<file path="src/rtl/sdbsm_pkg.sv">
// shared types and timing constants for the sdram bank state machine
package sdbsm_pkg;
  localparam int CLK_MHZ      = 100;
  localparam int T_RCD_NS     = 20;
  localparam int T_RP_NS      = 20;
  localparam int T_RFC_NS     = 66;
  localparam int T_MRD_CLK    = 2;
  localparam int T_XSR_NS     = 75;
  localparam int BURST_LEN    = 8;
  localparam int BANKS        = 4;
  localparam int CNT_W        = 8;
  localparam int AP_BIT       = 10;
  localparam int ADDR_W       = 13;

  // least times round up to whole cycles, never below one
  function automatic int ns_to_clk(input int ns);
    int c;
    c = (ns * CLK_MHZ + 999) / 1000;
    return (c < 1) ? 1 : c;
  endfunction

  localparam int RCD_CYC = ns_to_clk(T_RCD_NS);
  localparam int RP_CYC  = ns_to_clk(T_RP_NS);
  localparam int RFC_CYC = ns_to_clk(T_RFC_NS);
  localparam int XSR_CYC = ns_to_clk(T_XSR_NS);

  typedef enum logic [2:0] {
    SDBSM_CMD_NOP, SDBSM_CMD_ACT, SDBSM_CMD_RD, SDBSM_CMD_WR,
    SDBSM_CMD_PRE, SDBSM_CMD_BST, SDBSM_CMD_REF, SDBSM_CMD_LMR
  } sdbsm_cmd_t;

  typedef enum logic [2:0] {
    SDBSM_BK_IDLE, SDBSM_BK_ACTIVATING, SDBSM_BK_ACTIVE, SDBSM_BK_READ,
    SDBSM_BK_WRITE, SDBSM_BK_READ_AP, SDBSM_BK_WRITE_AP, SDBSM_BK_PRECHARGING
  } sdbsm_bank_st_t;

  typedef enum logic [1:0] {
    SDBSM_DEV_NORMAL, SDBSM_DEV_REFRESH, SDBSM_DEV_MODE_REG, SDBSM_DEV_PRE_ALL
  } sdbsm_dev_st_t;

  // decoded command as it reaches every bank
  typedef struct packed {
    sdbsm_cmd_t cmd;
    logic [1:0] bank;
    logic       ap;
  } sdbsm_req_t;
endpackage

</file>
<file path="src/rtl/sdbsm_bank.sv">
// one bank's state and transient-state timer
`timescale 1ns/10ps
`default_nettype none
module sdbsm_bank
  import sdbsm_pkg::*;
#(
  parameter int IDX = 0
) (
  input  wire logic           clk_in,
  input  wire logic           rstn_in,
  input  wire logic           enable_in,
  input  wire sdbsm_req_t     req_in,
  input  wire logic           all_idle_in,
  input  wire logic           bst_hit_in,
  output var sdbsm_bank_st_t  state_out
);
  sdbsm_bank_st_t   st_r;
  logic [CNT_W-1:0] cnt_r;
  logic             mine;
  logic             pre_hit;

  assign mine    = enable_in && (req_in.bank == 2'(IDX));
  // precharge all ignores the bank select inputs
  assign pre_hit = enable_in && (req_in.cmd == SDBSM_CMD_PRE) && (req_in.ap || req_in.bank == 2'(IDX));
  assign state_out = st_r;

  always_ff @(posedge clk_in or negedge rstn_in) begin
    if (!rstn_in) begin
      st_r  <= SDBSM_BK_IDLE;
      cnt_r <= '0;
    end else if (all_idle_in) begin
      st_r  <= SDBSM_BK_IDLE;
      cnt_r <= '0;
    end else begin
      if (cnt_r != '0) begin
        cnt_r <= cnt_r - 1'b1;
      end
      case (st_r)
        SDBSM_BK_IDLE: begin
          if (mine && req_in.cmd == SDBSM_CMD_ACT) begin
            st_r  <= SDBSM_BK_ACTIVATING;
            cnt_r <= CNT_W'(RCD_CYC - 1);
          end
          // precharge to an idle bank falls through unchanged
        end
        SDBSM_BK_ACTIVATING: begin
          if (cnt_r == '0) begin
            st_r <= SDBSM_BK_ACTIVE;
          end
        end
        SDBSM_BK_ACTIVE, SDBSM_BK_READ, SDBSM_BK_WRITE: begin
          if (pre_hit) begin
            st_r  <= SDBSM_BK_PRECHARGING;
            cnt_r <= CNT_W'(RP_CYC - 1);
          end else if (mine && (req_in.cmd == SDBSM_CMD_RD || req_in.cmd == SDBSM_CMD_WR)) begin
            // new column restarts the burst; both ap variants taken
            if (req_in.ap) begin
              st_r <= (req_in.cmd == SDBSM_CMD_RD) ? SDBSM_BK_READ_AP : SDBSM_BK_WRITE_AP;
              cnt_r <= CNT_W'(BURST_LEN + RP_CYC - 1);
            end else begin
              st_r <= (req_in.cmd == SDBSM_CMD_RD) ? SDBSM_BK_READ : SDBSM_BK_WRITE;
              cnt_r <= CNT_W'(BURST_LEN - 1);
            end
          end else if (bst_hit_in && st_r != SDBSM_BK_ACTIVE) begin
            st_r <= SDBSM_BK_ACTIVE;
          end else if (st_r != SDBSM_BK_ACTIVE && cnt_r == '0) begin
            st_r <= SDBSM_BK_ACTIVE; // fixed burst ran out
          end
        end
        SDBSM_BK_READ_AP, SDBSM_BK_WRITE_AP, SDBSM_BK_PRECHARGING: begin
          // same-bank commands are not expected here; the timer runs on
          if (cnt_r == '0) begin
            st_r <= SDBSM_BK_IDLE;
          end
        end
        default: st_r <= SDBSM_BK_IDLE;
      endcase
    end
  end
endmodule
`default_nettype wire

</file>
<file path="src/rtl/sdbsm_top.sv">
// sdram command decoder, device-wide states and four bank machines
`timescale 1ns/10ps
`default_nettype none
module sdbsm_top
  import sdbsm_pkg::*;
#(
  parameter int NBANK = BANKS
) (
  input  wire logic              clk_in,
  input  wire logic              rstn_in,
  input  wire logic              cke_in,
  input  wire logic              cs_n_in,
  input  wire logic              ras_n_in,
  input  wire logic              cas_n_in,
  input  wire logic              we_n_in,
  input  wire logic [1:0]        ba_in,
  input  wire logic [ADDR_W-1:0] addr_in,
  output logic [NBANK*3-1:0]     bank_state_out,
  output var sdbsm_dev_st_t      dev_state_out,
  output logic                   all_idle_out,
  output logic                   cmd_error_out
);
  // pins cross in through two flops before decode
  logic [ADDR_W+8-1:0] pin_s1_r;
  logic [ADDR_W+8-1:0] pin_s2_r;
  logic                cke_prev_r;
  logic [CNT_W-1:0]    xsr_cnt_r;
  logic [CNT_W-1:0]    dev_cnt_r;
  sdbsm_dev_st_t       dev_r;
  sdbsm_req_t          req;
  logic                cs_n;
  logic                ras_n;
  logic                cas_n;
  logic                we_n;
  logic                cke;
  logic                rules_on;
  logic                enable;
  logic                all_idle_pulse;
  logic [1:0]          last_burst_r;
  logic [NBANK-1:0]    bank_idle;
  logic                banks_all_idle;
  logic                err_nxt;
  sdbsm_bank_st_t      bst [NBANK];

  always_ff @(posedge clk_in or negedge rstn_in) begin
    if (!rstn_in) begin
      pin_s1_r <= '0;
      pin_s2_r <= '0;
    end else begin
      pin_s1_r <= {cke_in, cs_n_in, ras_n_in, cas_n_in, we_n_in, ba_in, 1'b0, addr_in};
      pin_s2_r <= pin_s1_r;
    end
  end

  assign cke   = pin_s2_r[ADDR_W+7];
  assign cs_n  = pin_s2_r[ADDR_W+6];
  assign ras_n = pin_s2_r[ADDR_W+5];
  assign cas_n = pin_s2_r[ADDR_W+4];
  assign we_n  = pin_s2_r[ADDR_W+3];

  // command decode; inhibit and nop both map to no command
  always_comb begin
    req.bank = pin_s2_r[ADDR_W+2:ADDR_W+1];
    req.ap   = pin_s2_r[AP_BIT];
    if (cs_n) begin
      req.cmd = SDBSM_CMD_NOP;
    end else begin
      case ({ras_n, cas_n, we_n})
        3'h3:    req.cmd = SDBSM_CMD_ACT;
        3'h5:    req.cmd = SDBSM_CMD_RD;
        3'h4:    req.cmd = SDBSM_CMD_WR;
        3'h2:    req.cmd = SDBSM_CMD_PRE;
        3'h6:    req.cmd = SDBSM_CMD_BST;
        3'h1:    req.cmd = SDBSM_CMD_REF;
        3'h0:    req.cmd = SDBSM_CMD_LMR;
        default: req.cmd = SDBSM_CMD_NOP;
      endcase
    end
  end

  // clock enable held high two cycles, and txsr served after a low spell
  always_ff @(posedge clk_in or negedge rstn_in) begin
    if (!rstn_in) begin
      cke_prev_r <= 1'b0;
      xsr_cnt_r  <= '0;
    end else begin
      cke_prev_r <= cke;
      if (!cke) begin
        xsr_cnt_r <= CNT_W'(XSR_CYC);
      end else if (xsr_cnt_r != '0) begin
        xsr_cnt_r <= xsr_cnt_r - 1'b1;
      end
    end
  end

  assign rules_on = cke && cke_prev_r && (xsr_cnt_r == '0);
  // device-wide states block everything until their time ends
  assign enable   = rules_on && (dev_r == SDBSM_DEV_NORMAL) && (req.cmd != SDBSM_CMD_NOP);

  genvar g;
  generate
    for (g = 0; g < NBANK; g++) begin : g_bank
      assign bank_idle[g] = (bst[g] == SDBSM_BK_IDLE);
      sdbsm_bank #(
        .IDX (g)
      ) u_bank (
        .clk_in      (clk_in),
        .rstn_in     (rstn_in),
        .enable_in   (enable),
        .req_in      (req),
        .all_idle_in (all_idle_pulse),
        .bst_hit_in  (enable && req.cmd == SDBSM_CMD_BST && last_burst_r == 2'(g)),
        .state_out   (bst[g])
      ); // independent state per bank
    end
  endgenerate

  assign banks_all_idle = &bank_idle;
  assign all_idle_pulse = (dev_r != SDBSM_DEV_NORMAL) && (dev_cnt_r == '0);

  // track which bank took the latest read or write
  always_ff @(posedge clk_in or negedge rstn_in) begin
    if (!rstn_in) begin
      last_burst_r <= '0;
    end else if (enable && (req.cmd == SDBSM_CMD_RD || req.cmd == SDBSM_CMD_WR)) begin
      last_burst_r <= req.bank;
    end
  end

  // device-wide refresh, mode access and precharge-all
  always_ff @(posedge clk_in or negedge rstn_in) begin
    if (!rstn_in) begin
      dev_r     <= SDBSM_DEV_NORMAL;
      dev_cnt_r <= '0;
    end else begin
      case (dev_r)
        SDBSM_DEV_NORMAL: begin
          if (enable && req.cmd == SDBSM_CMD_REF && banks_all_idle) begin
            dev_r     <= SDBSM_DEV_REFRESH;
            dev_cnt_r <= CNT_W'(RFC_CYC - 1);
          end else if (enable && req.cmd == SDBSM_CMD_LMR && banks_all_idle) begin
            dev_r     <= SDBSM_DEV_MODE_REG;
            dev_cnt_r <= CNT_W'(T_MRD_CLK - 1);
          end else if (enable && req.cmd == SDBSM_CMD_PRE && req.ap) begin
            dev_r     <= SDBSM_DEV_PRE_ALL;
            dev_cnt_r <= CNT_W'(RP_CYC - 1);
          end
        end
        SDBSM_DEV_REFRESH, SDBSM_DEV_MODE_REG, SDBSM_DEV_PRE_ALL: begin
          if (dev_cnt_r == '0) begin
            dev_r <= SDBSM_DEV_NORMAL;
          end else begin
            dev_cnt_r <= dev_cnt_r - 1'b1;
          end
        end
        default: dev_r <= SDBSM_DEV_NORMAL;
      endcase
    end
  end

  // flag controller slips; no bank changes state on the offending command, yet a read or write refused in the normal device state still sets last_burst_r
  always_comb begin
    err_nxt = 1'b0;
    if (rules_on && req.cmd != SDBSM_CMD_NOP) begin
      if (dev_r != SDBSM_DEV_NORMAL) begin
        err_nxt = 1'b1;
      end else begin
        case (req.cmd)
          SDBSM_CMD_REF, SDBSM_CMD_LMR: err_nxt = !banks_all_idle;
          SDBSM_CMD_ACT: err_nxt = !bank_idle[req.bank];
          SDBSM_CMD_RD, SDBSM_CMD_WR: err_nxt = !(bst[req.bank] == SDBSM_BK_ACTIVE ||
                                                  bst[req.bank] == SDBSM_BK_READ ||
                                                  bst[req.bank] == SDBSM_BK_WRITE);
          SDBSM_CMD_PRE: err_nxt = !req.ap && (bst[req.bank] == SDBSM_BK_ACTIVATING ||
                                               bst[req.bank] == SDBSM_BK_READ_AP ||
                                               bst[req.bank] == SDBSM_BK_WRITE_AP ||
                                               bst[req.bank] == SDBSM_BK_PRECHARGING);
          default: err_nxt = 1'b0;
        endcase
      end
    end
  end

  always_ff @(posedge clk_in or negedge rstn_in) begin
    if (!rstn_in) begin
      bank_state_out <= '0;
      dev_state_out  <= SDBSM_DEV_NORMAL;
      all_idle_out   <= 1'b1;
      cmd_error_out  <= 1'b0;
    end else begin
      for (int i = 0; i < NBANK; i++) begin
        bank_state_out[i*3 +: 3] <= bst[i];
      end
      dev_state_out <= dev_r;
      all_idle_out  <= banks_all_idle && (dev_r == SDBSM_DEV_NORMAL);
      cmd_error_out <= err_nxt;
    end
  end
endmodule
`default_nettype wire

</file>
<file path="config.mk">
export PLATFORM = sky130hd
export DESIGN_NAME = sdbsm_top
export DESIGN_NICKNAME = d
export VERILOG_FILES = /design/src/rtl/sdbsm_pkg.sv /design/src/rtl/sdbsm_bank.sv /design/src/rtl/sdbsm_top.sv
export SDC_FILE = /design/constraint.sdc
export NUM_CORES = 1
export LEC_CHECK = 0
export BUFFER_PORTS_ARGS = -buffer_cell sky130_fd_sc_hd__buf_4
export CAP_MARGIN = 20
export CELL_PAD_IN_SITES_DETAIL_PLACEMENT = 0
export CELL_PAD_IN_SITES_GLOBAL_PLACEMENT = 1
export CORE_ASPECT_RATIO = 1.25
export CORE_MARGIN = 1
export CORE_UTILIZATION = 40
export CTS_BUF_LIST = sky130_fd_sc_hd__clkbuf_16
export CTS_CLUSTER_SIZE = 10
export DETAILED_ROUTE_END_ITERATION = 10
export PLACE_DENSITY_LB_ADDON = 0.1
export RECOVER_POWER = 25
export REMOVE_ABC_BUFFERS = 1
export SETUP_SLACK_MARGIN = 0.3
export SYNTH_ARGS = -nofsm -noshare
export SYNTH_HDL_FRONTEND = slang
export SYNTH_SLANG_ARGS = --single-unit
</file>
<file path="constraint.sdc">
create_clock -name clk_in -period 4.8 [get_ports clk_in]
set_input_delay 0.72 -clock clk_in [delete_from_list [all_inputs] [get_ports clk_in]]
set_output_delay 0.72 -clock clk_in [all_outputs]
set_load 0.02 [all_outputs]
</file>
Word level (Yosys, flattened, before mapping):

Index checks and enable logic that the tools add are counted.

* mux-type cells: 86
* add/sub/neg operators: 6
* $lt $le $gt $ge: 2
* reduce and logical (&&, ||, !) cells: 97
* equality and inequality tests: 81
* bitwise logic cells: 1

Operator list (count)
* 8-bit 2-to-1 mux: 26
* 3-bit 2-to-1 mux: 37
* 3-bit equality test, second input constant: 27
* 8-bit one-hot mux with 2 select lines: 5
* 8-bit logical NOT: 6
* 3-bit by 2-bit != test with 1-bit output, second input constant: 16
* 3-bit one-hot mux with 4 select lines: 4
* 8-bit by 1-bit subtractor with 8-bit output, second input constant: 6
* 1-bit logical AND: 44
* 3-bit by 2-bit equality test with 1-bit output, second input constant: 14
* 8-bit nonzero test: 5
* 3-bit OR reduction: 9
* 6-bit by 2-bit != test with 1-bit output, second input constant: 4
* 3-bit by 1-bit equality test with 1-bit output, second input constant: 7
* 3-bit one-hot mux with 7 select lines: 1
* 4-bit AND reduction: 5
* 3-bit logical NOT: 5
* 2-bit equality test, second input constant: 6
* 1-bit logical OR: 10
* 2-bit 2-to-1 mux: 5
* 3-bit binary-select mux with 2-bit select: 1
* 2-bit by 1-bit equality test with 1-bit output, second input constant: 3
* 2-bit logical NOT: 3
* 1-bit logical NOT: 4
* other kinds (15): 20

* register bits: 121
* logic and storage cells: 292
* output and inout bits: 16
* bits of input ports: 22

Longest topological paths before layout:

* word-level depth: 13
* mapped depth: 9
* mapped depth without buffers: 8

Cells and area by module:

A second synthesis with hierarchy kept.

* cells, all modules: 596
* area total of the unflattened synthesis: 5861.9 µm²

Modules (own cells, without submodules)
* sdbsm_top: cells an instance 205, instances 1, sequential area each 1327.5 µm², area each 2332.2 µm²
* sdbsm_bank at g_bank[1].u_bank ...: cells an instance 100, instances 2, sequential area each 275.3 µm², area each 902.1 µm²
* sdbsm_bank at g_bank[0].u_bank: cells an instance 95, instances 1, sequential area each 275.3 µm², area each 873.3 µm²
* sdbsm_bank at g_bank[3].u_bank: cells an instance 96, instances 1, sequential area each 275.3 µm², area each 852.1 µm²

Worst setup path after synthesis:

OpenSTA, ideal clock, no wires.

* path type: register -> register
* from: register xsr_cnt_r[3]
* to: register g_bank[1].u_bank.st_r[0]
* clock period less this slack: 2.506 ns
* buffers on the path: 1
* slack: 2.294 ns
* data required time: 4.721 ns
* cell stages (with the launch flop): 8
* arrival time: 2.427 ns
* library setup time: 0.079 ns
* path through: dfrtp_1 > or4_4 > or4_4 > buf_6 > o31ai_2 > o22ai_1 > a21oi_2 > mux2i_1

* cells in the longest elaborated chain, start to end: 12
* elaborated cells on any way between the ends: 20
* those cells by class: eq/ne: 2; mux: 5; reduce/logical: 13

RTL lines
* start: declaration: line sdbsm_top.sv:27 `logic [CNT_W-1:0] xsr_cnt_r;`
* start signal: assignment: line sdbsm_top.sv:89 `xsr_cnt_r <= CNT_W'(XSR_CYC);`
* start signal: assignment: line sdbsm_top.sv:91 `xsr_cnt_r <= xsr_cnt_r - 1'b1;`
* 8-bit logical NOT (*): line sdbsm_top.sv:96 `assign rules_on = cke && cke_prev_r && (xsr_cnt_r == '0);`
* 1-bit logical AND (*): line sdbsm_top.sv:96
* 1-bit logical AND (*) (2 in series): line sdbsm_top.sv:98 `assign enable = rules_on && (dev_r == SDBSM_DEV_NORMAL) && (req.cmd != SDBSM_CMD_NOP);`
* 1-bit logical AND (2 in series): line sdbsm_top.sv:112 `.bst_hit_in (enable && req.cmd == SDBSM_CMD_BST && last_burst_r == 2'(g)),`
* 1-bit logical AND: line sdbsm_bank.sv:64 `end else if (bst_hit_in && st_r != SDBSM_BK_ACTIVE) begin`
* 3-bit 2-to-1 mux: line sdbsm_bank.sv:64
* 3-bit 2-to-1 mux: line sdbsm_bank.sv:55 `end else if (mine && (req_in.cmd == SDBSM_CMD_RD || req_in.cmd == SDBSM_CMD_WR)) begin`
* 3-bit 2-to-1 mux: line sdbsm_bank.sv:52 `if (pre_hit) begin`
* 3-bit one-hot mux with 4 select lines: line sdbsm_bank.sv:38 `case (st_r)`
* 3-bit 2-to-1 mux: line sdbsm_bank.sv:31 `end else if (all_idle_in) begin`
* end signal: assignment: line sdbsm_bank.sv:58 `st_r <= (req_in.cmd == SDBSM_CMD_RD) ? SDBSM_BK_READ_AP : SDBSM_BK_WRITE_AP;`
* end signal: assignment: line sdbsm_bank.sv:61 `st_r <= (req_in.cmd == SDBSM_CMD_RD) ? SDBSM_BK_READ : SDBSM_BK_WRITE;`
* end: declaration: line sdbsm_bank.sv:17 `sdbsm_bank_st_t st_r;`

Every way passes the cells marked *; elsewhere a longest branch is shown, timed or not.
A chain may end at the register's enable or synchronous reset.

Final worst setup path:

* from: register xsr_cnt_r[0]
* to: register g_bank[0].u_bank.st_r[1]

* cells in the longest elaborated chain, start to end: 12
* elaborated cells on any way between the ends: 20
* those cells by class: eq/ne: 2; mux: 5; reduce/logical: 13

RTL lines (line)
* 8-bit logical NOT (*): sdbsm_top.sv:96
* 1-bit logical AND (*): sdbsm_top.sv:96
* 1-bit logical AND (*) (2 in series): sdbsm_top.sv:98
* 1-bit logical AND (2 in series): sdbsm_top.sv:112
* 1-bit logical AND: sdbsm_bank.sv:64
* 3-bit 2-to-1 mux: sdbsm_bank.sv:64
* 3-bit 2-to-1 mux: sdbsm_bank.sv:55
* 3-bit 2-to-1 mux: sdbsm_bank.sv:52
* 3-bit one-hot mux with 4 select lines: sdbsm_bank.sv:38
* 3-bit 2-to-1 mux: sdbsm_bank.sv:31
* end signal: assignment: sdbsm_bank.sv:58
* end signal: assignment: sdbsm_bank.sv:61
* end: declaration: sdbsm_bank.sv:17

Marked as above.

==> run metrics <==
outcome=finished, violations left; failing checks=max-capacitance violations, max-slew violations; final hold viol count=0; register area share after synthesis=approximately 44%; worst flop-to-flop path startpoint=xsr_cnt_r[0]$_DFFE_PN0P_; Core ar.=between 10000 and 15000 um^2; synthesized flop and latch total=97; clock sink count=97; Pleak=around 2.6 nW; Least-Margin Pin Slew=2.64 ns; die width=between 100 and 150 um; post-route ant nets=0; total routed wirelength=about 13000 um; GR peak layer=met2; hold buffers post-CTS=0; vias in the first global route=between 4000 and 5000; Unique masters post-synth=~70; # DRC=0; post_cts resized=0; asr flop ratio synth=100%; Worst IR Drop VDD=0.000253 V; element type at the critical path end=register; XOR/XNOR Fraction of Synth Area=about 5.6%; Top Ports=38; routability cong.=~0.84; Max Root-Sink Buffers=2; fill count=1287; CP required=between 5 and 6 ns; placed cell count=about 760; Post-synth EDFFs=0; Initial Util=approximately two fifths; H-tree Lvls=3; gr usage total=19.9%; Core Rows=between 40 and 50; synthesized-area fraction occupied by adder cells=under 10%; hold path depth=0; r2r worst-path depth=8; hold_sp=pin_s1_r[20]$_DFF_PN0_; n_diodes=0; DR vias=4400; first-pass GRT wire length=roughly 22000 um; multiplexer area fraction after synthesis=3.91%; clock slew at reported path FFs=roughly 0.070 ns; setup TNS=0 ns; NumNets Final=~630; most frequent cell after synthesis=dfrtp_1; Overflow after GRT=0; die height=133 um; FMAX=309 MHz; drt pass-1 iters=5; Final setup viols=0; power per cell area=between 400 and 500 nW/um^2; Num CTS Buffers=9; Post-Synthesis Cells=slightly below 600; crit path DAT=~3.5 ns; vias per cell=around 5.7; synthesis-to-finish area growth=11.2%; largest net degree at the start of global routing=51; M3 GR Usage=between 3 and 4%; IO Port Bufs=25; clk_lat worst skew=about 0.35 ns; post-synthesis compound-gate area fraction=between 15 and 20%; fin. max-slew vios=between 40 and 50; layout cells sized above 1=a little over an eighth; ranking of synthesized cells by area=dfrtp_1, nor2_1, nand2_1; met1 global-route usage=26.3%; clk_skew=between 0.01 and 0.015 ns; unrepaired setup endpoints after global routing=no; Layout Cells excl Fill=773; Post-CTS Setup Inserts=0; Die ar.=14200 um^2; worst setup path class=reg2reg; top post-synthesis cells by count=dfrtp_1, nor2_1, nand2_1; Final HPWL DP=9400 um; critical path peak fanout=12; largest family of logic cells by synthesized area=simple AND/OR/NAND/NOR gates; WL/cell=17.1 um; Mean Syn Cell Area=approximately 9.4 um^2; synthesized area=5510 um^2; Initial DRC Count=around 210; Synth Area in Simple Gates=25.0%; Max Cap Viol=1; R2R Path End=g_bank[0].u_bank.state_out[1]$_DFFE_PN0P_; worst hold path type=reg2reg; Final Critical Period=3.24 ns; r2r setup slk=~1.6 ns; Worst setup SP type=register; Yosys top cell by area=dfrtp_1; initial antenna violation count=0; fin crit share=about 67%; leading register cell type out of synthesis=dfrtp_1; Synth Warn #=0; hold worst-path end=pin_s2_r[20]$_DFF_PN0_; Worst slew margin=-76.1%; CTS tree=done; top-area cell type share of the netlist area=a little over two fifths; GR Util met2=around a third; root buffer cell=clkbuf_16
-- critical path, stage by stage (launching register included) --
cell     delay (ns)
dfrtp_1        0.37
inv_1          0.11
ha_1           0.20
nor4b_2        0.58
nand4_1        0.66
o31ai_1        0.53
a21oi_1        0.10
a221o_1        0.31
o41ai_2        0.27
-- routing by layer --
| metal | wire, um | vias to the layer above |
|---|---|---|
| li1 | - | 2139 |
| met1 | 5990 | 2149 |
| met2 | 6460 | 92 |
| met3 | 496 | 20 |
| met4 | 289 | 0 |
| met5 | 0 | - |
-- through the flow --
step | cell area [um^2] | hold slack (ns) | power, mW | util [%] | setup slack, ns
floorplan | 5400 | 0.331 | 2.06 | - | 2.14
global placement | 5820 | 0.337 | 2.32 | 43.6 | 1.60
detailed placement | 5830 | 0.336 | 2.34 | 43.7 | 1.62
CTS | 6130 | 0.352 | 3.07 | 45.9 | 1.58
global route | 6120 | 0.354 | 3.29 | 45.9 | 1.29
finish | 6120 | 0.350 | 3.05 | 45.9 | 1.56
-- kinds of logic (layout without fill, tap and decap cells) --
kind of cell | count (synthesis) | in the layout
AND/OR/NAND/NOR | 253 | 253
AO/OA/AOI/OAI | 124 | 124
flip-flops | 97 | 97
buffers and inverters | 46 | 65
XOR/XNOR | 35 | 35
multiplexers | 16 | 16
adder cells (fa/ha/maj) | 12 | 12
-- registers in the layout, indices dropped and copies added, names as in the netlist, 2 cells and up --
register                 cells
dev_cnt_r                    8
pin_s1_r                     8
g_bank.u_bank.state_out     12
g_bank.u_bank.cnt_r         32
dev_state_out                2
last_burst_r                 2
pin_s2_r                     8
xsr_cnt_r                    8
bank_state_out              12
dev_r                        2
-- cell usage in the layout, fill, tap and decap left out, drive strengths merged, types with 6 or more instances in the layout --
master | Yosys | layout
nor2b | 11 | 11
dfrtp | 96 | 96
xnor2 | 18 | 18
nand4 | 9 | 9
ha | 12 | 12
o21ai | 21 | 21
clkbuf | 21 | 18
nor3 | 23 | 23
xor2 | 17 | 17
nor4 | 14 | 14
buf | 5 | 20
nand2 | 53 | 53
o211ai | 11 | 11
o31ai | 7 | 7
inv | 20 | 22
nand3 | 18 | 18
a21oi | 37 | 37
mux2i | 8 | 8
nand2b | 12 | 12
nor2 | 62 | 62
o22ai | 8 | 8
or3 | 7 | 7
or4 | 6 | 6
and2 | 8 | 8
-- where the power goes --
part	leakage, nW	switching, mW	internal (mW)
clock	0.143	0.323	0.404
sequential	1.23	0.220	1.03
combinational	1.23	0.590	0.478
-- worst max path at each step --
| stage | start | end | slack, ns | cells after the start |
|---|---|---|---|---|
| 6_report | xsr_cnt_r[0]$_DFFE_PN0P_ | g_bank[0].u_bank.state_out[1]$_DFFE_PN0P_ | 1.56 | 8 |
| 5_1_grt | rstn_in | xsr_cnt_r[7]$_DFFE_PN0P_ | 1.29 | 2 |
| 4_1_cts | xsr_cnt_r[0]$_DFFE_PN0P_ | g_bank[0].u_bank.state_out[1]$_DFFE_PN0P_ | 1.58 | 8 |
| 3_5_place_dp | xsr_cnt_r[0]$_DFFE_PN0P_ | g_bank[0].u_bank.state_out[1]$_DFFE_PN0P_ | 1.62 | 8 |
| 3_3_place_gp | xsr_cnt_r[0]$_DFFE_PN0P_ | g_bank[0].u_bank.state_out[1]$_DFFE_PN0P_ | 1.60 | 8 |
| 2_1_floorplan | dev_cnt_r[1]$_DFFE_PN0P_ | g_bank[3].u_bank.state_out[1]$_DFFE_PN0P_ | 2.14 | 8 |
-- final cells by class --
class / count / area [um^2] / area share, %
clock buffers: 9 / 225 / 3.68
clock inverters: 7 / 71.3 / 1.16
inverters: 20 / 75.1 / 1.23
multi-input cells: 440 / 2900 / 47.3
flip-flops and latches: 97 / 2430 / 39.7
well taps: 171 / 214 / 3.49
repair buffers: 29 / 211 / 3.45
No activity file was read; power rests on OpenSTA's default activity.
